### config.mk
export PLATFORM = sky130hd
export DESIGN_NAME = tsp_i2c_port
export DESIGN_NICKNAME = d
export VERILOG_FILES = /design/src/pkg/tsp_pkg.sv /design/src/pkg/tsp_line_if.sv /design/src/design/tsp_i2c_port.sv /design/src/design/tsp_line_filter.sv
export VERILOG_INCLUDE_DIRS = /design/src /design/src/pkg
export SDC_FILE = /design/constraint.sdc
export NUM_CORES = 1
export LEC_CHECK = 0
export BUFFER_PORTS_ARGS = -buffer_cell sky130_fd_sc_hd__clkbuf_2
export CAP_MARGIN = 20
export CORE_MARGIN = 5
export CORE_UTILIZATION = 51
export DETAILED_ROUTE_END_ITERATION = 8
export HOLD_SLACK_MARGIN = 0.05
export PLACE_DENSITY_LB_ADDON = 0.3
export REMOVE_ABC_BUFFERS = 1
export SLEW_MARGIN = 25
export SYNTH_ARGS = -nofsm -noshare
export SYNTH_HDL_FRONTEND = slang
export SYNTH_SLANG_ARGS = --single-unit
### constraint.sdc
create_clock -name clk -period 2.3 [get_ports clk]
set_input_delay 0.115 -clock clk [delete_from_list [all_inputs] [get_ports clk]]
set_output_delay 0.115 -clock clk [all_outputs]
set_load 0.01 [all_outputs]
### src/pkg/tsp_params.svh
// Constants for the touch sensor serial register port
`ifndef TSP_PARAMS_SVH
`define TSP_PARAMS_SVH

// Fixed 7-bit target address 0101100
`define TSP_TGT_ADDR 7'h2C
// Direction bit values
`define TSP_DIR_READ 1'b1
// Bits per byte on the wire
`define TSP_BYTE_BITS 4'h8
// Register address pointer
`define TSP_PTR_W 10
`define TSP_PTR_RST 10'h000
`define TSP_PTR_MAX 10'h3FF
// Registers with side effects on write
`define TSP_REG_HWRST 10'h000
`define TSP_REG_SWRST 10'h001
// Clock rate and spike suppression time
`define TSP_CLK_MHZ 125
`define TSP_SPIKE_NS 50
// Cycles a spike may last, rounded up, plus one so a full spike is rejected
`define TSP_SPIKE_CYC ((`TSP_SPIKE_NS * `TSP_CLK_MHZ + 999) / 1000)
`define TSP_FILT_CYC (`TSP_SPIKE_CYC + 1)

`endif

### src/pkg/tsp_pkg.sv
// Types shared by the serial register port modules
package tsp_pkg;

    // Port sequencer states
    typedef enum logic [2:0] {
        TSP_IDLE,
        TSP_ADDR,
        TSP_ADDR_ACK,
        TSP_RX,
        TSP_RX_ACK,
        TSP_TX,
        TSP_TX_ACK
    } tsp_state_t;

    // Meaning of the next received byte in a write
    typedef enum logic [1:0] {
        TSP_PH_PTR_HI,
        TSP_PH_PTR_LO,
        TSP_PH_DAT_HI,
        TSP_PH_DAT_LO
    } tsp_phase_t;

endpackage : tsp_pkg

### src/pkg/tsp_line_if.sv
// Filtered bus line levels and events between filter and sequencer
`timescale 1ns/1ps
interface tsp_line_if;
    logic scl;       // Filtered clock level
    logic sda;       // Filtered data level
    logic scl_rise;  // One-cycle pulse on clock rising edge
    logic scl_fall;  // One-cycle pulse on clock falling edge
    logic start;     // One-cycle pulse on START or repeated START
    logic stop;      // One-cycle pulse on STOP

    modport src (output scl, output sda, output scl_rise, output scl_fall, output start, output stop);
    modport dst (input scl, input sda, input scl_rise, input scl_fall, input start, input stop);
endinterface : tsp_line_if

### src/design/tsp_i2c_port.sv
// Target-only two-wire register port with 10-bit auto-incrementing pointer
//
// What this block does
// - Target only; answers address 0101100 only
// - Seven address bits then direction bit, 1 reads
// - Nine clocks per byte: eight bits, acknowledge
// - STOP clears pointer and idles the port
// - Data changes only while clock is low
// - Two write bytes carry 10-bit pointer
// - Next two bytes: value upper then lower
// - Pointer advances after each register written
// - Reads return upper byte, then lower byte
// - Pointer advances per register while master acknowledges
// - Pointer saturates at top; last register repeats
// - Spikes up to 50 ns are ignored
// - Active-low hardware reset pin resets the port logic, but not the line filter
// - Pin low or write 0x000: full reset
// - Write 0x001: calibration and soft reset
`timescale 1ns/1ps
`include "tsp_params.svh"
module tsp_i2c_port #(
    parameter int FILT = `TSP_FILT_CYC,
    parameter int PTR_W = `TSP_PTR_W
)(
    input wire logic clk,
    input wire logic rst,
    input wire logic hardware_reset_pin_n,
    input wire logic scl_in,
    input wire logic sda_in,
    output logic sda_out,
    output logic sda_oe_n,
    output logic [PTR_W-1:0] rd_addr,
    input wire logic [15:0] rd_data,
    output logic wr_en,
    output logic [PTR_W-1:0] wr_addr,
    output logic [15:0] wr_data,
    output logic dev_reset,
    output logic soft_reset
);
    // Filtered lines and their events
    tsp_line_if line ();

    logic rstp1_ff;                // Reset pin first stage, read only by rstp2_ff
    logic rstp2_ff;                // Reset pin second stage
    tsp_pkg::tsp_state_t state_ff; // Sequencer state
    tsp_pkg::tsp_phase_t phase_ff; // Meaning of the next written byte
    logic [3:0] bit_cnt_ff;        // Bits moved in the current byte
    logic [7:0] shift_ff;          // Receive and transmit shift register
    logic [7:0] hold_hi_ff;        // Upper value byte waiting for its partner
    logic [PTR_W-1:0] ptr_ff;      // Register address pointer
    logic dir_rd_ff;               // Current transfer is a read
    logic rd_lo_ff;                // Next byte sent is the lower half
    logic mack_ff;                 // Master acknowledged the last sent byte
    logic oe_n_ff;                 // Data line release, low drives low
    logic wr_en_ff;                // One-cycle register write strobe
    logic [PTR_W-1:0] wr_addr_ff;  // Register address of that write
    logic [15:0] wr_data_ff;       // Value of that write
    logic dev_reset_ff;            // Whole-device reset request
    logic soft_reset_ff;           // Calibration and soft reset pulse

    // Synchronise the hardware reset pin like any other pin
    always_ff @(posedge clk)
    begin
        if (rst)
        begin
            rstp1_ff <= 1'b1;
            rstp2_ff <= 1'b1;
        end
        else
        begin
            rstp1_ff <= hardware_reset_pin_n;
            rstp2_ff <= rstp1_ff;
        end
    end

    // Port logic is held in reset while the pin is low
    wire port_rst = rst | ~rstp2_ff;

    // Line filter with its own reset so the pin history stays valid
    tsp_line_filter #(
        .FILT(FILT)
    ) u_filter (
        .clk(clk),
        .rst(rst),
        .scl_pin(scl_in),
        .sda_pin(sda_in),
        .line(line.src)
    );

    // Saturating pointer step
    function automatic logic [PTR_W-1:0] ptr_next(input logic [PTR_W-1:0] p);
        ptr_next = (p == PTR_W'(`TSP_PTR_MAX)) ? p : p + PTR_W'(1);
    endfunction : ptr_next

    // Decodes used by the sequencer
    wire byte_done = bit_cnt_ff == `TSP_BYTE_BITS;
    wire addr_hit = shift_ff[7:1] == `TSP_TGT_ADDR;
    wire is_read = shift_ff[0] == `TSP_DIR_READ;
    wire [7:0] rd_hi_byte = rd_data[15:8];
    wire [7:0] rd_lo_byte = rd_data[7:0];
    wire [PTR_W-1:0] ptr_hi_set = {shift_ff[1:0], ptr_ff[7:0]};
    wire [PTR_W-1:0] ptr_lo_set = {ptr_ff[PTR_W-1:8], shift_ff};
    wire lo_write = state_ff == tsp_pkg::TSP_RX_ACK && line.scl_fall && phase_ff == tsp_pkg::TSP_PH_DAT_LO;

    // Sequencer: bits are sampled on clock rise and driven on clock fall
    always_ff @(posedge clk)
    begin
        if (port_rst)
        begin
            state_ff <= tsp_pkg::TSP_IDLE;
            phase_ff <= tsp_pkg::TSP_PH_PTR_HI;
            bit_cnt_ff <= '0;
            shift_ff <= '0;
            hold_hi_ff <= '0;
            ptr_ff <= PTR_W'(`TSP_PTR_RST);
            dir_rd_ff <= 1'b0;
            rd_lo_ff <= 1'b0;
            mack_ff <= 1'b0;
            oe_n_ff <= 1'b1;
        end
        else if (line.stop)
        begin
            // Bus released, pointer back to zero, half-written value dropped
            state_ff <= tsp_pkg::TSP_IDLE;
            ptr_ff <= PTR_W'(`TSP_PTR_RST);
            oe_n_ff <= 1'b1;
        end
        else if (line.start)
        begin
            // New address phase; a lone upper byte is discarded
            state_ff <= tsp_pkg::TSP_ADDR;
            bit_cnt_ff <= '0;
            oe_n_ff <= 1'b1;
        end
        else
        begin
            case (state_ff)
                tsp_pkg::TSP_IDLE:
                begin
                    oe_n_ff <= 1'b1;  // Wait for a START
                end
                tsp_pkg::TSP_ADDR, tsp_pkg::TSP_RX:
                begin
                    if (line.scl_rise)
                    begin
                        // MSB first sampling
                        shift_ff <= {shift_ff[6:0], line.sda};
                        bit_cnt_ff <= bit_cnt_ff + 4'h1;
                    end
                    else if (line.scl_fall && byte_done)
                    begin
                        bit_cnt_ff <= '0;
                        if (state_ff == tsp_pkg::TSP_RX)
                        begin
                            oe_n_ff <= 1'b0;  // Acknowledge every byte
                            state_ff <= tsp_pkg::TSP_RX_ACK;
                        end
                        else if (addr_hit)
                        begin
                            oe_n_ff <= 1'b0;  // Acknowledge own address
                            dir_rd_ff <= is_read;
                            state_ff <= tsp_pkg::TSP_ADDR_ACK;
                        end
                        else
                        begin
                            state_ff <= tsp_pkg::TSP_IDLE;  // Other target, stay silent
                        end
                    end
                end
                tsp_pkg::TSP_ADDR_ACK:
                begin
                    if (line.scl_fall)
                    begin
                        if (dir_rd_ff)
                        begin
                            // Upper byte of the pointed register goes out first
                            shift_ff <= rd_hi_byte;
                            oe_n_ff <= rd_hi_byte[7];
                            bit_cnt_ff <= 4'h1;
                            rd_lo_ff <= 1'b1;
                            state_ff <= tsp_pkg::TSP_TX;
                        end
                        else
                        begin
                            oe_n_ff <= 1'b1;
                            phase_ff <= tsp_pkg::TSP_PH_PTR_HI;
                            state_ff <= tsp_pkg::TSP_RX;
                        end
                    end
                end
                tsp_pkg::TSP_RX_ACK:
                begin
                    if (line.scl_fall)
                    begin
                        oe_n_ff <= 1'b1;
                        state_ff <= tsp_pkg::TSP_RX;
                        case (phase_ff)
                            tsp_pkg::TSP_PH_PTR_HI:
                            begin
                                ptr_ff <= ptr_hi_set;  // Bits 7:2 ignored
                                phase_ff <= tsp_pkg::TSP_PH_PTR_LO;
                            end
                            tsp_pkg::TSP_PH_PTR_LO:
                            begin
                                ptr_ff <= ptr_lo_set;
                                phase_ff <= tsp_pkg::TSP_PH_DAT_HI;
                            end
                            tsp_pkg::TSP_PH_DAT_HI:
                            begin
                                hold_hi_ff <= shift_ff;  // Kept until its partner arrives
                                phase_ff <= tsp_pkg::TSP_PH_DAT_LO;
                            end
                            default:
                            begin
                                ptr_ff <= ptr_next(ptr_ff);  // Next pair to next register
                                phase_ff <= tsp_pkg::TSP_PH_DAT_HI;
                            end
                        endcase
                    end
                end
                tsp_pkg::TSP_TX:
                begin
                    if (line.scl_fall)
                    begin
                        if (byte_done)
                        begin
                            oe_n_ff <= 1'b1;  // Let the master acknowledge
                            state_ff <= tsp_pkg::TSP_TX_ACK;
                        end
                        else
                        begin
                            shift_ff <= {shift_ff[6:0], 1'b0};
                            oe_n_ff <= shift_ff[6];  // Change data only with clock low
                            bit_cnt_ff <= bit_cnt_ff + 4'h1;
                        end
                    end
                end
                tsp_pkg::TSP_TX_ACK:
                begin
                    if (line.scl_rise)
                    begin
                        mack_ff <= ~line.sda;
                    end
                    else if (line.scl_fall)
                    begin
                        if (!mack_ff)
                        begin
                            state_ff <= tsp_pkg::TSP_IDLE;  // No-acknowledge ends the read
                        end
                        else if (rd_lo_ff)
                        begin
                            // Lower half sent next; the register counts as read now, before that half goes out
                            shift_ff <= rd_lo_byte;
                            oe_n_ff <= rd_lo_byte[7];
                            bit_cnt_ff <= 4'h1;
                            rd_lo_ff <= 1'b0;
                            ptr_ff <= ptr_next(ptr_ff);  // Saturates, repeating the top register
                            state_ff <= tsp_pkg::TSP_TX;
                        end
                        else
                        begin
                            shift_ff <= rd_hi_byte;
                            oe_n_ff <= rd_hi_byte[7];
                            bit_cnt_ff <= 4'h1;
                            rd_lo_ff <= 1'b1;
                            state_ff <= tsp_pkg::TSP_TX;
                        end
                    end
                end
                default:
                begin
                    state_ff <= tsp_pkg::TSP_IDLE;
                end
            endcase
        end
    end

    // Register write strobe, only once both value bytes were acknowledged
    always_ff @(posedge clk)
    begin
        if (port_rst)
        begin
            wr_en_ff <= 1'b0;
            wr_addr_ff <= '0;
            wr_data_ff <= '0;
        end
        else
        begin
            wr_en_ff <= lo_write;
            if (lo_write)
            begin
                wr_addr_ff <= ptr_ff;
                wr_data_ff <= {hold_hi_ff, shift_ff};  // Upper byte then lower
            end
        end
    end

    // Device-wide reset requests from the pin and the two command registers
    wire hw_cmd = lo_write && ptr_ff == PTR_W'(`TSP_REG_HWRST);
    wire sw_cmd = lo_write && ptr_ff == PTR_W'(`TSP_REG_SWRST);
    always_ff @(posedge clk)
    begin
        if (rst)
        begin
            dev_reset_ff <= 1'b1;
            soft_reset_ff <= 1'b0;
        end
        else
        begin
            dev_reset_ff <= ~rstp2_ff | hw_cmd;
            soft_reset_ff <= sw_cmd & rstp2_ff;
        end
    end

    // Open-drain data pin: output always low, only the enable moves
    always_ff @(posedge clk)
    begin
        sda_out <= 1'b0;
    end

    // Outputs straight from flip-flops
    assign sda_oe_n = oe_n_ff;
    assign rd_addr = ptr_ff;
    assign wr_en = wr_en_ff;
    assign wr_addr = wr_addr_ff;
    assign wr_data = wr_data_ff;
    assign dev_reset = dev_reset_ff;
    assign soft_reset = soft_reset_ff;
endmodule : tsp_i2c_port

### src/design/tsp_line_filter.sv
// Synchroniser, spike filter and edge finder for the two bus lines
`timescale 1ns/1ps
`include "tsp_params.svh"
module tsp_line_filter #(
    parameter int FILT = `TSP_FILT_CYC
)(
    input wire logic clk,
    input wire logic rst,
    input wire logic scl_pin,
    input wire logic sda_pin,
    tsp_line_if.src line
);
    localparam int CW = $clog2(FILT + 1);

    logic [1:0] s1_ff;      // First synchroniser stage, read only by s2_ff
    logic [1:0] s2_ff;      // Second synchroniser stage
    logic [1:0] stable_ff;  // Accepted line levels, bit 1 clock, bit 0 data
    logic [1:0] prev_ff;    // Accepted levels one cycle earlier

    // Two flip-flops before any logic sees the pins
    always_ff @(posedge clk)
    begin
        if (rst)
        begin
            s1_ff <= 2'h3;
            s2_ff <= 2'h3;
        end
        else
        begin
            s1_ff <= {scl_pin, sda_pin};
            s2_ff <= s1_ff;
        end
    end

    // A new level is taken only after it holds longer than a spike
    for (genvar g = 0; g < 2; g++)
    begin : g_filt
        logic [CW-1:0] cnt_ff;  // Cycles the new level has held
        wire differs = s2_ff[g] != stable_ff[g];
        always_ff @(posedge clk)
        begin
            if (rst || !differs)
            begin
                cnt_ff <= '0;  // Short pulses never reach the limit
            end
            else if (cnt_ff == CW'(FILT - 1))
            begin
                cnt_ff <= '0;
            end
            else
            begin
                cnt_ff <= cnt_ff + CW'(1);
            end
        end
        always_ff @(posedge clk)
        begin
            if (rst)
            begin
                stable_ff[g] <= 1'b1;
            end
            else if (differs && cnt_ff == CW'(FILT - 1))
            begin
                stable_ff[g] <= s2_ff[g];
            end
        end
    end

    // Edge and condition decode on the accepted levels
    wire scl_hi_both = stable_ff[1] & prev_ff[1];
    wire nxt_start = scl_hi_both & prev_ff[0] & ~stable_ff[0];  // Data falls, clock high
    wire nxt_stop = scl_hi_both & ~prev_ff[0] & stable_ff[0];   // Data rises, clock high

    // Register levels and one-cycle events for the sequencer
    always_ff @(posedge clk)
    begin
        if (rst)
        begin
            prev_ff <= 2'h3;
            line.scl <= 1'b1;
            line.sda <= 1'b1;
            line.scl_rise <= 1'b0;
            line.scl_fall <= 1'b0;
            line.start <= 1'b0;
            line.stop <= 1'b0;
        end
        else
        begin
            prev_ff <= stable_ff;
            line.scl <= stable_ff[1];
            line.sda <= stable_ff[0];
            line.scl_rise <= stable_ff[1] & ~prev_ff[1];
            line.scl_fall <= ~stable_ff[1] & prev_ff[1];
            line.start <= nxt_start;
            line.stop <= nxt_stop;
        end
    end
endmodule : tsp_line_filter

# Yosys cells after proc, flatten, opt, wreduce, memory -nomap -nowiden
# Index checks and enable logic that the tools add are counted.
# Widths: inputs -> output; s select.
dict set report word_totals {
  regBits 91
  latch_bits 0
  ram_bits 0
  romBits 0
  n_memories 0
}
dict set report op_classes {
  addsub 4
  n_mul 0
  div_mod_pow 0
  order_cmp 0
  eq_ne 48
  shifts 0
  n_mux 69
  bitwise_logic 21
  n_reduce_logical 37
}
# op n
set op_table {}
lappend op_table {{$mux 8} 9}
lappend op_table {{$mux 10} 6}
lappend op_table {{$mux 4} 10}
lappend op_table {{$reduce_and 9->1} 4}
lappend op_table {{$mux 3} 11}
lappend op_table {{$pmux 8 s4} 1}
lappend op_table {{$pmux 10 s3} 1}
lappend op_table {{$ne 2x2->1 const B} 12}
lappend op_table {{$mux 1} 20}
lappend op_table {{$pmux 10 s2} 1}
lappend op_table {{$reduce_and 10->1} 2}
lappend op_table {{$pmux 3 s6} 1}
lappend op_table {{$pmux 4 s4} 1}
lappend op_table {{$ne 3x2->1 const B} 5}
lappend op_table {{$add 4x1->4 const B} 3}
lappend op_table {{$ne 2x1->1 const B} 6}
lappend op_table {{$ne 3x1->1 const B} 4}
lappend op_table {{$not 1->1} 11}
lappend op_table {{$reduce_and 11->1} 1}
lappend op_table {{$add 10x1->10 const B} 1}
lappend op_table {{$eq 10x1->1 const B} 1}
lappend op_table {{$eq 10x10->1 const B} 1}
lappend op_table {{$logic_not 10->1} 1}
lappend op_table {{$eq 3x3->1 const B} 3}
lappend op_table {{32 further kinds} 63}

# Logic depth before layout (Yosys ltp)
# Gate-level depths: netlist of the first run.
dict set report logic_depth {
  depth_word 7
  mapped_depth 9
  depth_no_buf 7
}

# Cells and area by module
# A second synthesis of the first run with hierarchy kept.
dict set report hier_totals {
  cells_unflattened 517
  area_unflattened_um2 4282.9
}
# mod n_inst cells_per_inst area_per_inst_um2 seq_area_each_um2
set modules_own_cells {}
lappend modules_own_cells {tsp_i2c_port 1 456 3606.0 1401.3}
lappend modules_own_cells {tsp_line_filter 1 61 676.9 400.4}

# Least setup slack after synthesis of the first run
# OpenSTA, ideal clock, no wires.
dict set report synth_path {
  path_type {register to register}
  startpoint {register bit_cnt_ff[0]}
  endpoint {register shift_ff[0]}
  arrival_ns 2.108
  t_required_ns 2.166
  setup_slack_ns 0.059
  path_stages_with_launch 10
  synth_period_minus_slack_ns 2.241
  path_cell_list {dfxtp_1 inv_1 ha_1 and3b_1 o221a_4 or4b_1 buf_2 buf_6 a311oi_1 a211oi_1}
}
dict set report synth_via {
  elab_chain_cells 3
}
# element line
set synth_rtl {}
lappend synth_rtl {{start: declaration} tsp_i2c_port.sv:47} ;# logic [3:0] bit_cnt_ff;
lappend synth_rtl {{start signal: assignment} tsp_i2c_port.sv:148} ;# bit_cnt_ff <= bit_cnt_ff + 4'h1;
lappend synth_rtl {{start signal: assignment} tsp_i2c_port.sv:234} ;# bit_cnt_ff <= bit_cnt_ff + 4'h1;
lappend synth_rtl {{$eq 4x4->1 (no source line)} --}
lappend synth_rtl {{$ne 2x2->1 (no source line)} --}
lappend synth_rtl {{$reduce_and 11->1 (no source line)} --}
lappend synth_rtl {{end signal: assignment} tsp_i2c_port.sv:147} ;# shift_ff <= {shift_ff[6:0], line.sda};
lappend synth_rtl {{end signal: assignment} tsp_i2c_port.sv:177} ;# shift_ff <= rd_hi_byte;
lappend synth_rtl {{end signal: assignment} tsp_i2c_port.sv:232} ;# shift_ff <= {shift_ff[6:0], 1'b0};
lappend synth_rtl {{end: declaration} tsp_i2c_port.sv:48} ;# logic [7:0] shift_ff;
# No other way between the ends.
# A chain may end at the register's enable or synchronous reset.

# Worst setup path in the final report of the first run
dict set report layout_path {
  startpoint {register bit_cnt_ff[0]}
  endpoint {register shift_ff[4]}
}
# Same word-level chain as after synthesis.

==> results of run 1 <==
state kept, by name, indices dropped and copies added, names as in the netlist, 2 cells and up:
register and count:
wr_data 16, rd_addr 10, wr_addr 10, hold_hi_ff 8
shift_ff 8, u_filter.g_filt.cnt_ff 8, bit_cnt_ff 4, state_ff 3
phase_ff 2, u_filter.prev_ff 2, u_filter.s1_ff 2, u_filter.s2_ff 2
u_filter.stable_ff 2
layout by cell type, fill, tap and decap left out, types with 8 or more instances in the layout:
cell	Yosys	layout
nand2_1	86	86
clkbuf_2	0	60
a211oi_1	8	8
dfxtp_1	90	88
nor2b_1	9	9
mux2i_1	11	11
and3_1	10	10
buf_4	1	27
or2_2	9	9
a21oi_1	47	45
nor3_1	12	12
a311oi_1	8	8
nand3_1	20	20
inv_1	15	15
nor2_1	36	36
o21ai_0	17	17
clkbuf_8	0	9
Yosys cell counts (all sizes together), types with 3 or more instances:
master	instances
a311oi	8
a31oi	5
nor3	12
buf	11
a311o	7
nand2b	7
o21ai	18
a21oi	48
or2	9
dfxtp	90
nand4b	3
nor4	4
and3b	4
nor3b	6
nand3b	4
a221oi	3
xnor2	5
mux2i	11
clkbuf	26
ha	7
nand2	86
and3	10
and4b	3
inv	16
nor2	36
nand3	20
nor2b	9
and4	3
nand4	4
a211oi	8
per-stage QoR:
stage / std cells / cell area (sq um) / total power, mW
5_1_grt: 698 / 5030 / 2.90
4_1_cts: 697 / 5010 / 2.81
2_1_floorplan: 485 / 4120 / 1.63
3_3_place_gp: 678 / 4760 / 1.67
3_5_place_dp: 678 / 4760 / 1.68
6_report: 698 / 5030 / 2.78
kinds of logic after synthesis:
family                   Yosys count  synth area share, %
AND/OR/NAND/NOR                  227                 26.6
AO/OA/AOI/OAI                    126                 20.0
flip-flops                        90                 42.1
buffers and inverters             53                 5.06
multiplexers                      11                 2.58
adder cells (fa/ha/maj)            7                 2.05
XOR/XNOR                           7                 1.43
other                              1               0.0877
worst paths after layout:
check,from,endpoint,cells after the start,slack [ns]
worst min register to register,rstp1_ff,rstp2_ff,1,0.42
worst max-delay path,bit_cnt_ff[0],shift_ff[4],8,0.06
worst min-delay path,rst,dev_reset,3,0.09
worst max register to register,bit_cnt_ff[0],shift_ff[4],8,0.06
worst max-delay path, cell delays in order (launching register included):
cell and delay, ns:
dfxtp_2 0.34, inv_1 0.04, ha_1 0.21, and3b_2 0.24, o221a_4 0.27, or4b_4 0.52, buf_6 0.16, a311o_1 0.27
a21oi_1 0.13
layer usage:
layer  wire (um)  track usage [%]
met1        5230             31.3
met2        5290             35.1
met3         689             4.89
met4         153             6.95
met5           0                0
layout make-up:
type	instances	area share [%]
clock inverter	7	1.69
clock buffer	9	2.46
sequential	90	35.9
tap	105	2.61
timing repair buffer	92	10.9
multi-input combinational	379	45.2
inverter	16	1.19
power breakdown:
part           total [mW]  internal [mW]  switching [mW]
combinational      0.0761         0.0298          0.0463
clock                1.14          0.523           0.614
sequential           1.57           1.56         0.00296
total                2.78           2.12           0.663
repair_timing:
| action | 4_1_cts | 5_1_grt |
|---|---|---|
| pin swaps | 0 | 1 |
| cloned | 0 | 1 |
| endpoints found under the setup margin | 1 | 7 |
| hold endpoints to repair | 3 | 0 |
| gates resized for setup | 1 | 6 |
| hold buffers | 3 | 0 |
==> flow_metrics.tcl, run 1 <==
set metrics [dict create \
    outcome "finished, final reports clean" \
    start_kind "register" \
    diodes 0 \
    p_per_area_nw_per_um2 553 \
    cts-buffers-inserted 9 \
    synth-seq-cells 90 \
    die_w_um 102 \
    routed_via_density 5.88 \
    drtAntennaViolNets 0 \
    tns_ns 0 \
    area_growth_pct 17.6 \
    crit_fanout 8 \
    nFillCells 775 \
    vias 4101 \
    die_area_sq_um 10300 \
    grt_pass1_wl_um 18700 \
    cts.reportedPaths.clkPinSlew_ns 0.10 \
    seq_area_sq_um 1800 \
    p_leak_nw 1.94 \
    pre_cts_ws_ns 0.0205 \
    maxCapViolCount 0 \
    hold_slack_ns 0.0888 \
    grtUsageTotal_pct 22.5 \
    grt_max_degree 33 \
    fin_nets 616 \
    synth_area_leaders "dfxtp_1, nand2_1, a21oi_1" \
    worst-setup-path-type "register to register" \
    grt_pass1_vias 3827 \
    syn_avg_cell_area_sq_um 8.19 \
    cts.path.max_buffers 2 \
    dr.pass1.iters 5 \
    netlist_area_sq_um 4280 \
    multi_input_area_sq_um 2270 \
    synth_edf_count 0 \
    cts_tree "done" \
    globalRoute.totalOverflow 0 \
    die-height_um 102 \
    antenna_found_initial 0 \
    io_pins 62 \
    end_kind "register" \
    async_reset_ff_share_pct 0 \
    clkLatencyLatePin_ns 0.36 \
    irDropWorstVdd_v 0.000280 \
    drive_above_1_share_pct 20.9 \
    start_util_pct 52.3 \
    synthDistinctLibCells 65 \
    required_ns 2.59 \
    port_buffers 60 \
    remaining_drc_errors 0 \
    htreeDepth 3 \
    ys_seq_area_share_pct 42.1 \
    setup_viol 0 \
    rows 33 \
    synth-main-ff-cell "dfxtp_1" \
    syn-instance-count 522 \
    hold_violations 0 \
    postCtsSetupBuffers 0 \
    drv_slew 0 \
    post-route-min-period_ns 2.24 \
    fin_crit_sh_pct 97.3 \
    postLayoutCoreUtil_pct 61.5 \
    yosysTopAreaCellShare_pct 42.1 \
    min_path_type "input pin to register" \
    core_area_sq_um 8180 \
    wire_per_inst_um 16.3 \
    ys_warn_count 0 \
    rsz0062_at_grt "false" \
    drt_iter0_markers 352 \
    fin_skew_ns 0.0124 \
    max_freq_mhz 447 \
    wirelength_um 11400 \
    yosysTopAreaCell "dfxtp_1" \
    cts_root_buffer "clkbuf_8" \
    max_slew_margin_pct 63.6 \
    worstMarginPinSlew_ns 0.545 \
    setup_ws_ns 0.0619 \
    dpl.hpwl_um 8210 \
    critical_path_arrival_ns 2.53 \
    clkSinkCount 90 \
    gp_congestion 0.965 \
]
Note: power is estimated with default switching activity, not from simulation.
==> inputs of run 2 (changes only) <==
- clock period: 2.3 -> 1.9 ns (I/O delays scaled with it)
==> run 2 against run 1 <==
Against the previous run: the flow now finishes with violations (negative setup slack); register-to-register slack lost 0.27 ns; sequential power grew 21%; clock skew grew 0.00055 ns; sequential share of layout area shrank 3.0 points; critical path depth is the same; non-clock buffer count grew 50; cell area grew 9.4%; final cell count grew 7.2%; global-route usage grew 1.6 points; worst hold slack gained 0.024 ns; clock-buffer cell count grew 2; maximum frequency grew 6.3%.
==> flow_metrics.tcl, run 2 (same netlist as run 1, synthesis figures left out) <==
set metrics [dict create \
    outcome "finished, violations left" \
    violations "negative setup slack" \
    pre_cts_ws_ns -0.341 \
    nFillCells 713 \
    remaining_drc_errors 0 \
    cts_root_buffer "clkbuf_8" \
    maxCapViolCount 0 \
    met1_usage_pct 32.2 \
    postLayoutCoreUtil_pct 67.3 \
    irDropWorstVdd_v 0.000440 \
    end_kind "register" \
    hold_depth 4 \
    hold_violations 0 \
    core_area_sq_um 8180 \
    gr-usage-met3_pct 4.68 \
    required_ns 2.20 \
    die-height_um 102 \
    diodes 0 \
    wire_per_inst_um 16.2 \
    cts.reportedPaths.clkPinSlew_ns 0.09 \
    start_util_pct 52.3 \
    max_slew_margin_pct 59.9 \
    regToRegSetupSlack_ns -0.20 \
    drive_above_1_share_pct 30.0 \
    drt_iter0_markers 220 \
    port_buffers 60 \
    hold_end "shift_ff[5]" \
    gp_congestion 0.944 \
    dpl.hpwl_um 8790 \
    grt_pass1_wl_um 19800 \
    htreeDepth 3 \
    min_from "rd_data[13]" \
    clkLatencyLatePin_ns 0.36 \
    routed_via_density 5.71 \
    fin_crit_sh_pct 111 \
    r2r-end "shift_ff[3]" \
    crit_fanout 7 \
    dr.pass1.iters 5 \
    worst-setup-path-type "register to register" \
    largest_reg_flops 16 \
    grtUsageTotal_pct 24.1 \
    stdcell_area_sq_um 5500 \
    vias 4268 \
    globalRoute.totalOverflow 0 \
    setup_viol 9 \
    drtAntennaViolNets 0 \
    tns_ns -1.44 \
    clkSinkCount 90 \
    critical_path_arrival_ns 2.41 \
    layout_commonest_cell "nand2_1" \
    area_growth_pct 28.6 \
    place_area_sq_um 5120 \
    total_power_mw 3.37 \
    min_path_type "input pin to register" \
    antenna_found_initial 0 \
    setup_ws_ns -0.205 \
    most-common-layout-cells "nand2_1, dfxtp_1, buf_4" \
    path_cells "inv_2 > ha_4 > and3b_2 > o221a_4 > or4b_4 > buf_6 > a311o_1 > a21oi_2" \
    crit_family "simple AND/OR/NAND/NOR gates" \
    cpMaxStageDelayCell "or4b_4" \
    cpPeakStageDelay_ns 0.50 \
    fin_nets 666 \
    cts.path.max_buffers 2 \
    p_leak_nw 2.22 \
    cts-buffers-inserted 9 \
    max_freq_mhz 475 \
    worst-path-buf-inv 2 \
    drv_slew 0 \
    worstMarginPinSlew_ns 0.594 \
    placedCellCount 724 \
    rsz0062_at_grt "true" \
    busiest_layer "met2" \
    p_per_area_nw_per_um2 614 \
    wirelength_um 12100 \
    start_kind "register" \
    grt_pass1_vias 4112 \
    ff2ff_path_depth 8 \
    die_area_sq_um 10300 \
    critical_path.reg2reg.startpoint "bit_cnt_ff[1]" \
    use_met2_pct 38.5 \
    rows 33 \
    stdcell_count 748 \
    grt_max_degree 51 \
    die_w_um 102 \
    cts_tree "done" \
    fin_skew_ns 0.0130 \
    io_pins 62 \
    post-route-min-period_ns 2.10 \
    hold_slack_ns 0.112 \
]
[run 2: changes by cell type in the layout (fill, tap and decap cells not counted), sizes merged]
| cell | delta |
|---|---|
| inv | -3 |
| clkbuf | +2 |
| buf | +50 |
| clkinv | +1 |
[run 2: worst max-delay path by stage]
stage / start / end / slack (ns) / cells after the start
finish: bit_cnt_ff[1] / shift_ff[3] / -0.20 / 8
global route: bit_cnt_ff[1] / shift_ff[3] / -0.27 / 8
CTS: bit_cnt_ff[1] / shift_ff[4] / -0.20 / 8
detailed placement: bit_cnt_ff[1] / shift_ff[4] / -0.34 / 8
global placement: bit_cnt_ff[0] / shift_ff[5] / -0.29 / 8
floorplan: state_ff[1] / rd_addr[6] / -0.53 / 5
[run 2: metal layers]
layer,vias to the layer above,wire length [um]
met1,1997,5460
met4,0,183
li1,2101,-
met3,20,745
met2,150,5720
met5,-,0
[run 2: report_power, final]
group	switching [mW]	total (mW)	internal (mW)
combinational	0.0546	0.0896	0.0350
clock	0.704	1.39	0.684
sequential	0.00393	1.90	1.89
[run 2: final cells by class]
type	instances	area, sq um	area share (%)
multi-input combinational	379	2340	42.6
sequential	90	1810	32.9
timing repair buffer	142	941	17.1
clock buffer	11	151	2.75
tap	105	131	2.39
clock inverter	5	62.6	1.14
inverter	16	60.1	1.09
[run 2: tightest hold or removal path, stage by stage]
cell and delay [ns]:
clkbuf_2 0.08, nand2_1 0.05, a311o_1 0.16, a21oi_1 0.05
[run 2: timing repair]
action                                  in CTS  in global routing
cloned                                       1                  0
gates resized for setup                     13                 20
hold buffers                                 3                  0
endpoints found under the setup margin      19                 48
endpoints found under the hold margin        3                  0
buffers inserted                             2                  2
pin swaps                                    6                  8
